[config.mk]
export PLATFORM = sky130hd
export DESIGN_NAME = counter_array_control_flags
export DESIGN_NICKNAME = d
export VERILOG_FILES = /design/src/hdl/cactl_pkg.sv /design/src/hdl/counter16.sv /design/src/hdl/counter_array_control_flags.sv /design/src/hdl/sticky_flag.sv
export SDC_FILE = /design/constraint.sdc
export NUM_CORES = 1
export LEC_CHECK = 0
export BUFFER_PORTS_ARGS = -buffer_cell sky130_fd_sc_hd__buf_2
export CAP_MARGIN = 30
export CELL_PAD_IN_SITES_DETAIL_PLACEMENT = 0
export CELL_PAD_IN_SITES_GLOBAL_PLACEMENT = 1
export CORE_ASPECT_RATIO = 1.2
export CORE_UTILIZATION = 37
export CTS_CLUSTER_DIAMETER = 80
export DETAILED_ROUTE_END_ITERATION = 6
export PLACE_DENSITY = 0.84
export SLEW_MARGIN = 20
export SYNTH_ARGS = -nofsm -noshare
export SYNTH_HDL_FRONTEND = slang
export SYNTH_HIERARCHICAL = 1
export SYNTH_SLANG_ARGS = --single-unit
[constraint.sdc]
create_clock -name aclk -period 2.51 [get_ports aclk]
set_input_delay 0.1255 -clock aclk [delete_from_list [all_inputs] [get_ports aclk]]
set_output_delay 0.1255 -clock aclk [all_outputs]
set_load 0.01 [all_outputs]
[src/hdl/cactl_pkg.sv]
// Package with register map, field layout and bus types of the counter array control block.
package cactl_pkg;

   localparam logic [31:0] CTRL_OFFSET   = 32'h0000_0000;
   localparam logic [31:0] STATUS_OFFSET = 32'h0000_0004;
   localparam logic [31:0] MASK_OFFSET   = 32'h0000_0008;
   localparam logic [31:0] MODE_OFFSET   = 32'h0000_000c;
   localparam logic [31:0] COUNT_OFFSET  = 32'h0000_0010;

   localparam int OVF_BIT   = 7;
   localparam int RUN_BIT   = 6;
   localparam int RSVD_HI   = 5;
   localparam int RSVD_LO   = 3;
   localparam int NUM_MOD   = 3;

   localparam logic [7:0]  CTRL_RESET  = 8'h00;
   localparam logic [7:0]  CTRL_RSVD_M = 8'h38;
   localparam logic [7:0]  FLAG_M      = 8'h87;
   localparam logic [15:0] COUNT_MAX   = 16'hffff;
   localparam logic [15:0] COUNT_ZERO  = 16'h0000;
   localparam logic [7:0]  IEN_RESET   = 8'h00;
   localparam logic [3:0]  MODE_RESET  = 4'h0;
   localparam int MODE_PWM16_BIT = 3;
   localparam int MATCH_EN_BIT   = 0;

   localparam logic [1:0] RESP_OKAY   = 2'b00;
   localparam logic [1:0] RESP_SLVERR = 2'b10;

   typedef struct packed {
      logic [NUM_MOD-1:0] match;
      logic [NUM_MOD-1:0] capture;
      logic [NUM_MOD-1:0] out_level;
   } module_events_t;

endpackage : cactl_pkg

[src/hdl/counter16.sv]
// Sixteen-bit free counter gated by the run bit, with wrap pulse.
`timescale 1ns/100ps
module counter16
   import cactl_pkg::*;
(
   input  wire logic        aclk,
   input  wire logic        aresetn,
   input  wire logic        run_i,
   output logic [15:0]      count_q,
   output logic             wrap_o
);

   assign wrap_o = run_i && (count_q == COUNT_MAX);

   always_ff @(posedge aclk) begin
      if (!aresetn) begin
         count_q <= COUNT_ZERO;
      end else if (run_i) begin
         count_q <= count_q + 16'h0001;
      end
   end

   property p_halt;
      @(posedge aclk) disable iff (!aresetn)
         !run_i |=> $stable(count_q);
   endproperty
   a_halt: assert property (p_halt) else $error("counter moved while halted");

   property p_wrap_zero;
      @(posedge aclk) disable iff (!aresetn)
         wrap_o |=> count_q == COUNT_ZERO;
   endproperty
   a_wrap_zero: assert property (p_wrap_zero) else $error("counter did not wrap to zero");

endmodule : counter16

[src/hdl/counter_array_control_flags.sv]
// Control register, sticky flags, interrupt and AXI4-Lite slave of the counter array.
//
// Overview of operation
// - Overflow flag bit 7 sets when the counter wraps from all ones to zero.
// - A set overflow flag with its enable raises the array interrupt.
// - Overflow flag stays set until software writes it to zero. Here a one written to the status register clears it too.
// - Bit 6 runs the counter when one and halts it when zero.
// - Module flag bits 2..0 set on compare match or capture of that module.
// - A set module flag with its enable raises the array interrupt.
// - Module flags stay set until software clears them.
// - With match flag enable, a module flag also sets on output rising edge.
// - In 16-bit pulse mode the overflow flag marks the output falling edge. Here it sets only on the counter wrap, and MODE_PWM16_BIT is unused.
//
// Our own choices: the AXI4-Lite register port and the register addresses.
`timescale 1ns/100ps
module counter_array_control_flags
   import cactl_pkg::*;
(
   input  wire logic           aclk,
   input  wire logic           aresetn,
   input  wire logic [31:0]    s_axi_awaddr,
   input  wire logic           s_axi_awvalid,
   output logic                s_axi_awready,
   input  wire logic [31:0]    s_axi_wdata,
   input  wire logic [3:0]     s_axi_wstrb,
   input  wire logic           s_axi_wvalid,
   output logic                s_axi_wready,
   output logic [1:0]          s_axi_bresp,
   output logic                s_axi_bvalid,
   input  wire logic           s_axi_bready,
   input  wire logic [31:0]    s_axi_araddr,
   input  wire logic           s_axi_arvalid,
   output logic                s_axi_arready,
   output logic [31:0]         s_axi_rdata,
   output logic [1:0]          s_axi_rresp,
   output logic                s_axi_rvalid,
   input  wire logic           s_axi_rready,
   input  wire module_events_t module_events,
   output logic [15:0]         count,
   output logic                irq
);

   logic                aw_held_q;
   logic [31:0]         awaddr_q;
   logic                w_held_q;
   logic [31:0]         wdata_q;
   logic [3:0]          wstrb_q;
   logic                wr_fire;
   logic                run_q;
   logic [7:0]          ien_q;
   logic [3:0]          mode_q;
   logic [NUM_MOD-1:0]  out_prev_q;
   logic [NUM_MOD-1:0]  mod_set;
   logic [NUM_MOD-1:0]  mod_clr;
   logic [NUM_MOD-1:0]  mod_flag;
   logic                ovf_flag;
   logic                ovf_clr;
   logic                wrap;
   logic [7:0]          ctrl_view;
   logic [7:0]          flags;
   logic                wr_ctrl;
   logic                wr_status;
   logic [31:0]         rdata_d;
   logic                rd_hit;

   // Write path: address and data are held separately, then fire together.
   assign s_axi_awready = !aw_held_q;
   assign s_axi_wready  = !w_held_q;
   assign wr_fire       = aw_held_q && w_held_q && !s_axi_bvalid;

   always_ff @(posedge aclk) begin
      if (!aresetn) begin
         aw_held_q <= 1'b0;
         awaddr_q  <= 32'h0000_0000;
      end else if (s_axi_awvalid && s_axi_awready) begin
         aw_held_q <= 1'b1;
         awaddr_q  <= s_axi_awaddr;
      end else if (wr_fire) begin
         aw_held_q <= 1'b0;
      end
   end

   always_ff @(posedge aclk) begin
      if (!aresetn) begin
         w_held_q <= 1'b0;
         wdata_q  <= 32'h0000_0000;
         wstrb_q  <= 4'h0;
      end else if (s_axi_wvalid && s_axi_wready) begin
         w_held_q <= 1'b1;
         wdata_q  <= s_axi_wdata;
         wstrb_q  <= s_axi_wstrb;
      end else if (wr_fire) begin
         w_held_q <= 1'b0;
      end
   end

   assign wr_ctrl   = wr_fire && wstrb_q[0] && (awaddr_q == CTRL_OFFSET);
   assign wr_status = wr_fire && wstrb_q[0] && (awaddr_q == STATUS_OFFSET);

   always_ff @(posedge aclk) begin
      if (!aresetn) begin
         s_axi_bvalid <= 1'b0;
         s_axi_bresp  <= RESP_OKAY;
      end else if (wr_fire) begin
         s_axi_bvalid <= 1'b1;
         s_axi_bresp  <= (awaddr_q == CTRL_OFFSET || awaddr_q == STATUS_OFFSET ||
                          awaddr_q == MASK_OFFSET || awaddr_q == MODE_OFFSET ||
                          awaddr_q == COUNT_OFFSET) ? RESP_OKAY : RESP_SLVERR;
      end else if (s_axi_bready) begin
         s_axi_bvalid <= 1'b0;
      end
   end

   // Control writes: the run bit is stored, reserved bits are discarded.
   always_ff @(posedge aclk) begin
      if (!aresetn) begin
         run_q <= CTRL_RESET[RUN_BIT];
      end else if (wr_ctrl) begin
         run_q <= wdata_q[RUN_BIT];
      end
   end

   always_ff @(posedge aclk) begin
      if (!aresetn) begin
         ien_q  <= IEN_RESET;
         mode_q <= MODE_RESET;
      end else if (wr_fire && wstrb_q[0]) begin
         if (awaddr_q == MASK_OFFSET) begin
            ien_q <= wdata_q[7:0] & FLAG_M;
         end
         if (awaddr_q == MODE_OFFSET) begin
            mode_q <= wdata_q[3:0];
         end
      end
   end

   counter16 u_counter (
      .aclk    (aclk),
      .aresetn (aresetn),
      .run_i   (run_q),
      .count_q (count),
      .wrap_o  (wrap)
   );

   // A zero written to a flag clears it through the control register;
   // a one written to the status register clears it too.
   assign ovf_clr = (wr_ctrl && !wdata_q[OVF_BIT]) || (wr_status && wdata_q[OVF_BIT]);

   // Overflow sets only on the counter wrap; MODE_PWM16_BIT is not used.
   sticky_flag u_ovf (
      .aclk    (aclk),
      .aresetn (aresetn),
      .set_i   (wrap),
      .clr_i   (ovf_clr),
      .flag_q  (ovf_flag)
   );

   always_ff @(posedge aclk) begin
      if (!aresetn) begin
         out_prev_q <= '0;
      end else begin
         out_prev_q <= module_events.out_level;
      end
   end

   genvar gi;
   generate
      for (gi = 0; gi < NUM_MOD; gi++) begin : g_mod
         assign mod_set[gi] = module_events.match[gi] || module_events.capture[gi] ||
                              (mode_q[MATCH_EN_BIT] && module_events.out_level[gi] &&
                               !out_prev_q[gi]);
         assign mod_clr[gi] = (wr_ctrl && !wdata_q[gi]) || (wr_status && wdata_q[gi]);
         sticky_flag u_flag (
            .aclk    (aclk),
            .aresetn (aresetn),
            .set_i   (mod_set[gi]),
            .clr_i   (mod_clr[gi]),
            .flag_q  (mod_flag[gi])
         );
      end
   endgenerate

   assign flags     = {ovf_flag, 4'h0, mod_flag};
   assign ctrl_view = {ovf_flag, run_q, 3'b000, mod_flag};
   assign irq       = |(flags & ien_q);

   // Read path.
   assign s_axi_arready = !s_axi_rvalid;

   always_comb begin
      rd_hit  = 1'b1;
      rdata_d = 32'h0000_0000;
      case (s_axi_araddr)
         CTRL_OFFSET:   rdata_d = {24'h000000, ctrl_view};
         STATUS_OFFSET: rdata_d = {24'h000000, flags};
         MASK_OFFSET:   rdata_d = {24'h000000, ien_q};
         MODE_OFFSET:   rdata_d = {28'h0000000, mode_q};
         COUNT_OFFSET:  rdata_d = {16'h0000, count};
         default:       rd_hit  = 1'b0;
      endcase
   end

   always_ff @(posedge aclk) begin
      if (!aresetn) begin
         s_axi_rvalid <= 1'b0;
         s_axi_rdata  <= 32'h0000_0000;
         s_axi_rresp  <= RESP_OKAY;
      end else if (s_axi_arvalid && s_axi_arready) begin
         s_axi_rvalid <= 1'b1;
         s_axi_rdata  <= rdata_d;
         s_axi_rresp  <= rd_hit ? RESP_OKAY : RESP_SLVERR;
      end else if (s_axi_rready) begin
         s_axi_rvalid <= 1'b0;
      end
   end

   property p_irq_ovf;
      @(posedge aclk) disable iff (!aresetn)
         ovf_flag && ien_q[OVF_BIT] |-> irq;
   endproperty
   a_irq_ovf: assert property (p_irq_ovf) else $error("overflow irq missing");

   property p_irq_mod;
      @(posedge aclk) disable iff (!aresetn)
         mod_set[0] && ien_q[0] && !wr_fire |=> irq;
   endproperty
   a_irq_mod: assert property (p_irq_mod) else $error("module irq missing");

   property p_irq_quiet;
      @(posedge aclk) disable iff (!aresetn)
         !ovf_flag && (mod_flag == '0) |-> !irq;
   endproperty
   a_irq_quiet: assert property (p_irq_quiet) else $error("spurious irq");

   property p_rsvd_zero;
      @(posedge aclk) disable iff (!aresetn)
         s_axi_arvalid && s_axi_arready && (s_axi_araddr == CTRL_OFFSET) |=>
         (8'(s_axi_rdata) & CTRL_RSVD_M) == (CTRL_RESET & CTRL_RSVD_M);
   endproperty
   a_rsvd_zero: assert property (p_rsvd_zero) else $error("reserved bits not zero");

   property p_run_write;
      @(posedge aclk) disable iff (!aresetn)
         wr_ctrl |=> run_q == $past(wdata_q[RUN_BIT]);
   endproperty
   a_run_write: assert property (p_run_write) else $error("run bit not stored");

   property p_wrap_flag;
      @(posedge aclk) disable iff (!aresetn)
         wrap |=> ovf_flag ##1 (ovf_flag || $past(ovf_clr));
   endproperty
   a_wrap_flag: assert property (p_wrap_flag) else $error("overflow flag not set");

   property p_uprise;
      @(posedge aclk) disable iff (!aresetn)
         mode_q[MATCH_EN_BIT] && module_events.out_level[1] && !out_prev_q[1] |=> mod_flag[1];
   endproperty
   a_uprise: assert property (p_uprise) else $error("up edge did not set flag");

   property p_mod_hold;
      @(posedge aclk) disable iff (!aresetn)
         mod_flag[2] && !mod_clr[2] |=> mod_flag[2];
   endproperty
   a_mod_hold: assert property (p_mod_hold) else $error("module flag self-cleared");

   property p_ovf_keep0;
      @(posedge aclk) disable iff (!aresetn)
         wr_status && !wdata_q[OVF_BIT] && ovf_flag |=> ovf_flag;
   endproperty
   a_ovf_keep0: assert property (p_ovf_keep0) else $error("zero cleared overflow");

   property p_ovf_keep1;
      @(posedge aclk) disable iff (!aresetn)
         wr_ctrl && wdata_q[OVF_BIT] && ovf_flag |=> ovf_flag;
   endproperty
   a_ovf_keep1: assert property (p_ovf_keep1) else $error("one cleared overflow");

   property p_ovf_clr0;
      @(posedge aclk) disable iff (!aresetn)
         wr_ctrl && !wdata_q[OVF_BIT] && !wrap |=> !ovf_flag;
   endproperty
   a_ovf_clr0: assert property (p_ovf_clr0) else $error("overflow not cleared");

   property p_mod_ev;
      @(posedge aclk) disable iff (!aresetn)
         module_events.match[2] || module_events.capture[2] |=> mod_flag[2];
   endproperty
   a_mod_ev: assert property (p_mod_ev) else $error("event did not set flag");

   property p_mod_w1c;
      @(posedge aclk) disable iff (!aresetn)
         wr_status && wdata_q[0] && !mod_set[0] |=> !mod_flag[0];
   endproperty
   a_mod_w1c: assert property (p_mod_w1c) else $error("flag not cleared");

   // Without the match enable an output up edge must leave the flag alone.
   property p_no_uprise;
      @(posedge aclk) disable iff (!aresetn)
         !mode_q[MATCH_EN_BIT] && !module_events.match[1] && !module_events.capture[1] &&
         !mod_flag[1] |=> !mod_flag[1];
   endproperty
   a_no_uprise: assert property (p_no_uprise) else $error("flag set without event");

   property p_irq_wrap;
      @(posedge aclk) disable iff (!aresetn)
         wrap && ien_q[OVF_BIT] && !wr_fire |=> irq;
   endproperty
   a_irq_wrap: assert property (p_irq_wrap) else $error("overflow irq late");

endmodule : counter_array_control_flags

[src/hdl/sticky_flag.sv]
// One sticky event flag that hardware sets and software clears.
`timescale 1ns/100ps
module sticky_flag
   import cactl_pkg::*;
(
   input  wire logic aclk,
   input  wire logic aresetn,
   input  wire logic set_i,
   input  wire logic clr_i,
   output logic      flag_q
);

   // A set in the same cycle as a clear wins, so no event is lost.
   always_ff @(posedge aclk) begin
      if (!aresetn) begin
         flag_q <= 1'b0;
      end else if (set_i) begin
         flag_q <= 1'b1;
      end else if (clr_i) begin
         flag_q <= 1'b0;
      end
   end

   property p_flag_holds;
      @(posedge aclk) disable iff (!aresetn)
         flag_q && !clr_i |=> flag_q;
   endproperty
   a_flag_holds: assert property (p_flag_holds) else $error("flag dropped without clear");

   property p_flag_sets;
      @(posedge aclk) disable iff (!aresetn)
         set_i |=> flag_q;
   endproperty
   a_flag_sets: assert property (p_flag_sets) else $error("flag not set after event");

endmodule : sticky_flag
==> results.sh, run 1 <==
export IMPL_holdPathStages=3
export IMPL_clk_latency_ns=0.33
export IMPL_p_leak_nw=2.32
export IMPL_r2r_end="u_ovf/flag_q"
export IMPL_cts_num_sinks=93
export IMPL_syn_inst=465
export IMPL_cts_tree="built"
export IMPL_cp_data_arrival_time_ns=2.19
export IMPL_reg2reg_depth=5
export IMPL_async_reset_ff_frac=0
export IMPL_post_route_period_util=0.783
export IMPL_ys_ff_latch=93
export IMPL_cts_made_buffers=9
export IMPL_required_ns=2.74
export IMPL_vias=3505
export IMPL_synth_area_top_cells="dfxtp_1, nand2_1, mux2i_1"
export IMPL_clock_root_buffer="clkbuf_16"
export IMPL_crit_fanout=8
export IMPL_rsz0062_at_grt="no"
export IMPL_diodes=0
export IMPL_period_needed_ns=1.97
export IMPL_rr_startpoint="awaddr_q[22]"
export IMPL_hpwl_um=7120
export IMPL_drive_gt1_frac=0.286
export IMPL_dp_cells=707
export IMPL_num_rows=42
export IMPL_synth_flop_cell="dfxtp_1"
export IMPL_grt_max_degree=44
export IMPL_synth_edf_count=0
export IMPL_drv_slew=0
export IMPL_ir_worst_vdd_mv=0.348
export IMPL_fin_cells=726
export IMPL_rrSetupSlack_ns=0.54
export IMPL_grt_total_usage=0.164
export IMPL_grt_antenna_before_repair=0
export IMPL_gp_routability_congestion=0.748
export IMPL_ios=174
export IMPL_p_per_area_mw_per_mm2=617
export IMPL_maxCapViolCount=0
export IMPL_fillers=1078
export IMPL_hold_start="s_axi_wvalid"
export IMPL_final_cell_area_mm2=0.00517
export IMPL_drc_errors=0
export IMPL_grt_pass1_wl_um=15400
export IMPL_via_per_inst=4.83
export IMPL_status="finished clean"
export IMPL_syn_avg_cell_area_um2=8.95
export IMPL_drt_initial_drc_count=116
export IMPL_drt_wirelength_per_cell_um=12.7
export IMPL_yosysTopAreaCellShare=0.448
export IMPL_grt_overflow=0
export IMPL_first_pass_iters=4
export IMPL_cts_path_max_buffers=2
export IMPL_hold_viol=0
export IMPL_endpoint_kind="flop"
export IMPL_final_nets=706
export IMPL_synth_warning_count=6
export IMPL_start_util=0.379
export IMPL_port_buffers=126
export IMPL_startpoint_type="flop"
export IMPL_synth_cell_types=43
export IMPL_syn_area_mm2=0.00416
export IMPL_die_w_um=98.8
export IMPL_clk_pin_slew_worst_paths_ns=0.06
export IMPL_fmax_mhz=509
export IMPL_whs_endpoint="w_held_q"
export IMPL_die_area_mm2=0.0117
export IMPL_crit_type="flop to flop"
export IMPL_grt_pass1_vias=3289
export IMPL_synth_top_cell_by_area="dfxtp_1"
export IMPL_ant_nets=0
export IMPL_tightest_slew_ns=0.844
export IMPL_skew_ns=0.00440
export IMPL_slew_headroom=0.436
export IMPL_hold_class="primary input to flop"
export IMPL_setup_viol=0
export IMPL_die_h_um=118
export IMPL_ys_seq_area_frac=0.448
export IMPL_routed_wl_um=9230
export IMPL_placed_area_mm2=0.00484
export IMPL_synthToLayoutAreaGrowth_pct=24.2
export IMPL_setup_tns_ns=0
export IMPL_htreeDepth=3
export IMPL_core_mm2=0.0110
state kept, by name (all words and copies together), names as in the netlist:
signal / flops
awaddr_q: 32
s_axi_rdata: 16
u_counter/count_q: 16
wdata_q: 6
ien_q: 4
mode_q: 4
g_mod.u_flag/flag_q: 3
out_prev_q: 3
aw_held_q: 1
run_q: 1
s_axi_bresp: 1
s_axi_bvalid: 1
s_axi_rresp: 1
s_axi_rvalid: 1
u_ovf/flag_q: 1
w_held_q: 1
wstrb_q: 1
layer usage:
| layer | share of wire | track usage | up-vias |
|---|---|---|---|
| li1 | - | - | 1828 |
| met1 | 0.45 | 0.200 | 1580 |
| met2 | 0.49 | 0.281 | 89 |
| met3 | 0.044 | 0.0319 | 8 |
| met4 | 0.011 | 0.0653 | 0 |
| met5 | 0 | 0 | - |
synth_stat cells (2+ instances only):
cell / n
nand2_1: 96
dfxtp_1: 93
a21oi_1: 37
mux2i_1: 24
nor2_1: 23
a22o_1: 20
buf_4: 20
clkbuf_1: 17
nor4_1: 15
and2_1: 14
nand3_1: 9
inv_1: 8
o21ai_0: 8
xnor2_1: 7
xor2_1: 7
nand4_1: 5
nand4_2: 5
nor2b_1: 5
nor4_2: 5
nand2b_1: 4
nor2b_4: 4
nor3_1: 4
nor4_4: 4
o21a_1: 4
and3_1: 3
or3_1: 3
a21boi_1: 2
a22oi_1: 2
buf_2: 2
nor3_4: 2
placed cells by master (no fill, tap or decap), types with 9 or more instances in the layout:
| cell | netlist | layout |
|---|---|---|
| buf_2 | 2 | 126 |
| nand2_1 | 96 | 96 |
| dfxtp_1 | 93 | 93 |
| a21oi_1 | 37 | 37 |
| mux2i_1 | 24 | 24 |
| nor2_1 | 23 | 23 |
| a22o_1 | 20 | 20 |
| conb_1 | 1 | 18 |
| nor4_1 | 15 | 15 |
| and2_1 | 14 | 14 |
| nand3_1 | 9 | 9 |
| clkbuf_16 | 0 | 9 |
timing repair:
action                     in CTS  in global routing
hold endpoints to repair        3                  0
gates resized for setup         0                  0
hold buffers                    3                  0
buffers inserted                0                  0
setup endpoints to repair       0                  0
critical path, stage by stage, from the launching register on:
cell,delay [ns]
dfxtp_1,0.31
nor4_1,0.36
nand4_2,0.36
nor4_1,0.59
nor2b_4,0.06
o21a_1,0.17
cells by family after synthesis:
kind of cell,after synthesis,share of synthesized area
flops,93,0.448
fa+ha+maj,1,0.00301
mux,24,0.0577
other cells,1,0.000901
compound gates,77,0.117
xor+xnor,14,0.0295
simple gates,207,0.282
buf+inv,48,0.0620
power breakdown:
group / total, mW / switching (mW) / internal, mW
clock: 1.32 / 0.520 / 0.795
combinational: 0.310 / 0.178 / 0.133
sequential: 1.56 / 0.0348 / 1.53
through the flow:
| step | power [mW] | utilization | hold slack (ns) | setup WS, ns |
|---|---|---|---|---|
| 2_1_floorplan | 1.79 | - | 0.225 | 0.781 |
| 3_3_place_gp | 1.89 | 0.440 | 0.316 | 0.556 |
| 3_5_place_dp | 1.90 | 0.441 | 0.326 | 0.525 |
| 4_1_cts | 3.24 | 0.470 | 0.00486 | 0.515 |
| 5_1_grt | 3.34 | 0.470 | 0.0258 | 0.354 |
| 6_report | 3.19 | 0.470 | 0.0164 | 0.545 |
layout make-up:
type	count	area, µm²	area share
clock buffers	12	246	0.0477
clock inverters	4	47.5	0.00920
inverters	9	33.8	0.00654
multi-input cells	341	2110	0.408
flip-flops and latches	93	1860	0.360
well taps	132	165	0.0320
repair buffers	135	706	0.137
worst max path at each step:
stage | startpoint | end | slack (ns) | depth (start not counted)
2_1_floorplan | awaddr_q[17] | g_mod[0].u_flag/flag_q | 0.78 | 5
3_3_place_gp | awaddr_q[22] | g_mod[2].u_flag/flag_q | 0.56 | 5
3_5_place_dp | awaddr_q[22] | u_ovf/flag_q | 0.53 | 5
4_1_cts | awaddr_q[22] | u_ovf/flag_q | 0.52 | 5
5_1_grt | awaddr_q[26] | g_mod[1].u_flag/flag_q | 0.35 | 5
6_report | awaddr_q[22] | u_ovf/flag_q | 0.54 | 5
Note: power is estimated with default switching activity, not from simulation.
==> run 2: changes to the inputs <==
--- a/config.mk
+++ b/config.mk
@@ -5,15 +5,16 @@
 export SDC_FILE = /design/constraint.sdc
 export NUM_CORES = 1
 export LEC_CHECK = 0
+export ABC_AREA = 1
 export BUFFER_PORTS_ARGS = -buffer_cell sky130_fd_sc_hd__buf_2
 export CAP_MARGIN = 30
 export CELL_PAD_IN_SITES_DETAIL_PLACEMENT = 0
 export CELL_PAD_IN_SITES_GLOBAL_PLACEMENT = 1
 export CORE_ASPECT_RATIO = 1.2
-export CORE_UTILIZATION = 37
+export CORE_UTILIZATION = 34
 export CTS_CLUSTER_DIAMETER = 80
 export DETAILED_ROUTE_END_ITERATION = 6
-export PLACE_DENSITY = 0.84
+export PLACE_DENSITY = 0.8
 export SLEW_MARGIN = 20
 export SYNTH_ARGS = -nofsm -noshare
 export SYNTH_HDL_FRONTEND = slang
==> constraint.sdc (replaced) <==
create_clock -name aclk -period 1.9 [get_ports aclk]
set_input_delay 0.095 -clock aclk [delete_from_list [all_inputs] [get_ports aclk]]
set_output_delay 0.095 -clock aclk [all_outputs]
set_load 0.01 [all_outputs]
==> run 2 against run 1 <==
Against the previous run: sequential power is 35% higher; register-to-register slack worse by 0.28 ns; die area is 19% higher; clock-buffer cell count is 1 lower; final cell count is 37% higher; global-route usage is 0.74 points higher; sequential share of layout area is 4.5 points lower; critical path type unchanged; power is 34% higher; wire length is 24% higher; largest cell class unchanged.
==> results.sh, run 2 <==
export IMPL_seq_area_mm2=0.00186
export IMPL_core_mm2=0.0128
export IMPL_regMostFlops="awaddr_q"
export IMPL_multi_input_area_mm2=0.00225
export IMPL_ios=174
export IMPL_ant_nets=0
export IMPL_hpwl_um=8450
export IMPL_largest_reg_flops=32
export IMPL_dp_cells=942
export IMPL_start_util=0.354
export IMPL_hold_class="primary input to flop"
export IMPL_die_area_mm2=0.0138
export IMPL_drt_wirelength_per_cell_um=11.5
export IMPL_drive_gt1_frac=0.240
export IMPL_synth_flop_cell="dfxtp_1"
export IMPL_routed_wl_um=11500
export IMPL_port_buffers=126
export IMPL_grt_total_usage=0.171
export IMPL_skew_ns=0.00907
export IMPL_cp_data_arrival_time_ns=1.87
export IMPL_required_ns=2.13
export IMPL_cts_resized=0
export IMPL_fin_total_pwr_mw=4.27
export IMPL_fmax_mhz=610
export IMPL_most_common_layout_cells="nor2_1, buf_2, nand2_1"
export IMPL_ys_top_cells_by_count="nor2_1, nand2_1, dfxtp_1, o21ai_0, inv_1"
export IMPL_num_rows=45
export IMPL_synth_area_top_cells="dfxtp_1, nor2_1, nand2_1"
export IMPL_maxCapViolCount=0
export IMPL_first_pass_iters=4
export IMPL_grt_pass1_vias=4205
export IMPL_hold_viol=0
export IMPL_period_needed_ns=1.64
export IMPL_gp_routability_congestion=0.774
export IMPL_synth_edf_count=0
export IMPL_p_per_area_mw_per_mm2=724
export IMPL_synth_most_common_cell="nor2_1"
export IMPL_drc_errors=0
export IMPL_drv_slew=0
export IMPL_synthToLayoutAreaGrowth_pct=30.0
export IMPL_final_common_cell="nor2_1"
export IMPL_ys_seq_area_frac=0.410
export IMPL_grt_overflow=0
export IMPL_cts_made_buffers=9
export IMPL_grt_max_degree=37
export IMPL_fin_cells=993
export IMPL_cts_path_max_buffers=2
export IMPL_clk_latency_ns=0.34
export IMPL_htreeDepth=3
export IMPL_syn_area_mm2=0.00455
export IMPL_status="finished clean"
export IMPL_diodes=0
export IMPL_synth_cell_types=36
export IMPL_grt_antenna_before_repair=1
export IMPL_drt_initial_drc_count=171
export IMPL_syn_inst=664
export IMPL_setup_viol=0
export IMPL_clock_root_buffer="clkbuf_16"
export IMPL_crit_fanout=4
export IMPL_p_leak_nw=2.77
export IMPL_ys_ff_latch=93
export IMPL_synth_top_cell_by_area="dfxtp_1"
export IMPL_endpoint_kind="flop"
export IMPL_cts_tree="built"
export IMPL_tightest_slew_ns=0.508
export IMPL_rsz0062_at_grt="no"
export IMPL_async_reset_ff_frac=0
export IMPL_vias=4512
export IMPL_clk_pin_slew_worst_paths_ns=0.06
export IMPL_post_route_period_util=0.863
export IMPL_yosysTopAreaCellShare=0.410
export IMPL_reg_top3="awaddr_q (32), s_axi_rdata (16), u_counter/count_q (16)"
export IMPL_via_per_inst=4.54
export IMPL_grt_pass1_wl_um=18700
export IMPL_cts_num_sinks=93
export IMPL_die_h_um=129
export IMPL_synth_warning_count=6
export IMPL_startpoint_type="flop"
export IMPL_ir_worst_vdd_mv=0.467
export IMPL_syn_avg_cell_area_um2=6.85
export IMPL_final_nets=941
export IMPL_die_w_um=108
export IMPL_crit_type="flop to flop"
export IMPL_fillers=1327
export IMPL_setup_tns_ns=0
export IMPL_slew_headroom=0.661
run 2: changes by cell type after synthesis, moves of 7 or more:
| cell | previous run | this run |
|---|---|---|
| o21ai_0 | 8 | 66 |
| nand2_1 | 96 | 121 |
| and2_1 | 14 | 0 |
| nand2_2 | 0 | 9 |
| inv_1 | 8 | 64 |
| a22o_1 | 20 | 0 |
| nor2_1 | 23 | 141 |
| nor2_4 | 0 | 8 |
| xor2_1 | 7 | 0 |
| mux2i_1 | 24 | 0 |
| nand3_1 | 9 | 30 |
| nor2_2 | 0 | 10 |
| nor4_1 | 15 | 0 |
run 2: timing repair:
| action | in CTS | in global routing |
|---|---|---|
| hold buffers | 35 | 0 |
| hold endpoints to repair | 35 | 0 |
| setup buffers | 0 | 0 |
run 2: critical path: stages, from the launching register on:
cell	delay [ns]
dfxtp_1	0.31
nor2_1	0.11
nand2_1	0.07
nor2_1	0.13
nand2_1	0.11
inv_2	0.10
nand2_1	0.07
nor3_2	0.15
nand2_1	0.17
o21ai_1	0.16
inv_1	0.05
nand2_1	0.06
a21oi_2	0.05
run 2: final cells by class:
type | count | area share
tap | 164 | 0.0347
sequential | 93 | 0.315
timing repair buffer | 171 | 0.179
clock inverter | 5 | 0.00593
inverter | 71 | 0.0451
multi-input combinational | 478 | 0.381
clock buffer | 11 | 0.0394
run 2: power by group:
group	leakage [nW]	total (mW)	internal [mW]	switching, mW
logic	1.87	0.532	0.232	0.301
clock network	0.130	1.64	0.893	0.750
registers	0.763	2.10	2.05	0.0495
run 2: path summary, 6_finish.rpt:
check                                 to              from  depth (start not counted)  slack [ns]
setup reg to reg  g_mod[2].u_flag/flag_q      awaddr_q[23]                         12        0.26
hold / removal              awaddr_q[22]  s_axi_awaddr[22]                          3        0.01
hold reg to reg                 ien_q[7]        wdata_q[7]                          2        0.47
setup / recovery  g_mod[2].u_flag/flag_q      awaddr_q[23]                         12        0.26
run 2: layer usage:
metal | vias up | global-route usage | part of all wire
li1 | 2390 | - | -
met4 | 0 | 0.0483 | 0.011
met2 | 120 | 0.297 | 0.48
met5 | - | 0 | 0
met3 | 10 | 0.0441 | 0.056
met1 | 1992 | 0.208 | 0.45
run 2: through the flow:
stage	hold slack, ns	area, µm²	util	worst slack [ns]
finish	0.0148	5910	0.460	0.261
floorplan	0.188	4610	-	0.531
CTS	0.00163	5910	0.460	0.238
global placement	0.288	5290	0.412	0.291
global route	0.00542	5910	0.460	0.0579
detailed placement	0.293	5290	0.412	0.257
run 2: cell families after synthesis:
group / Yosys count / share of synthesized area
other: 1 / 0.000825
flip-flops: 93 / 0.410
XOR/XNOR: 1 / 0.00193
AND/OR/NAND/NOR: 336 / 0.332
buffers and inverters: 110 / 0.109
AO/OA/AOI/OAI: 122 / 0.143
adder cells (fa/ha/maj): 1 / 0.00275
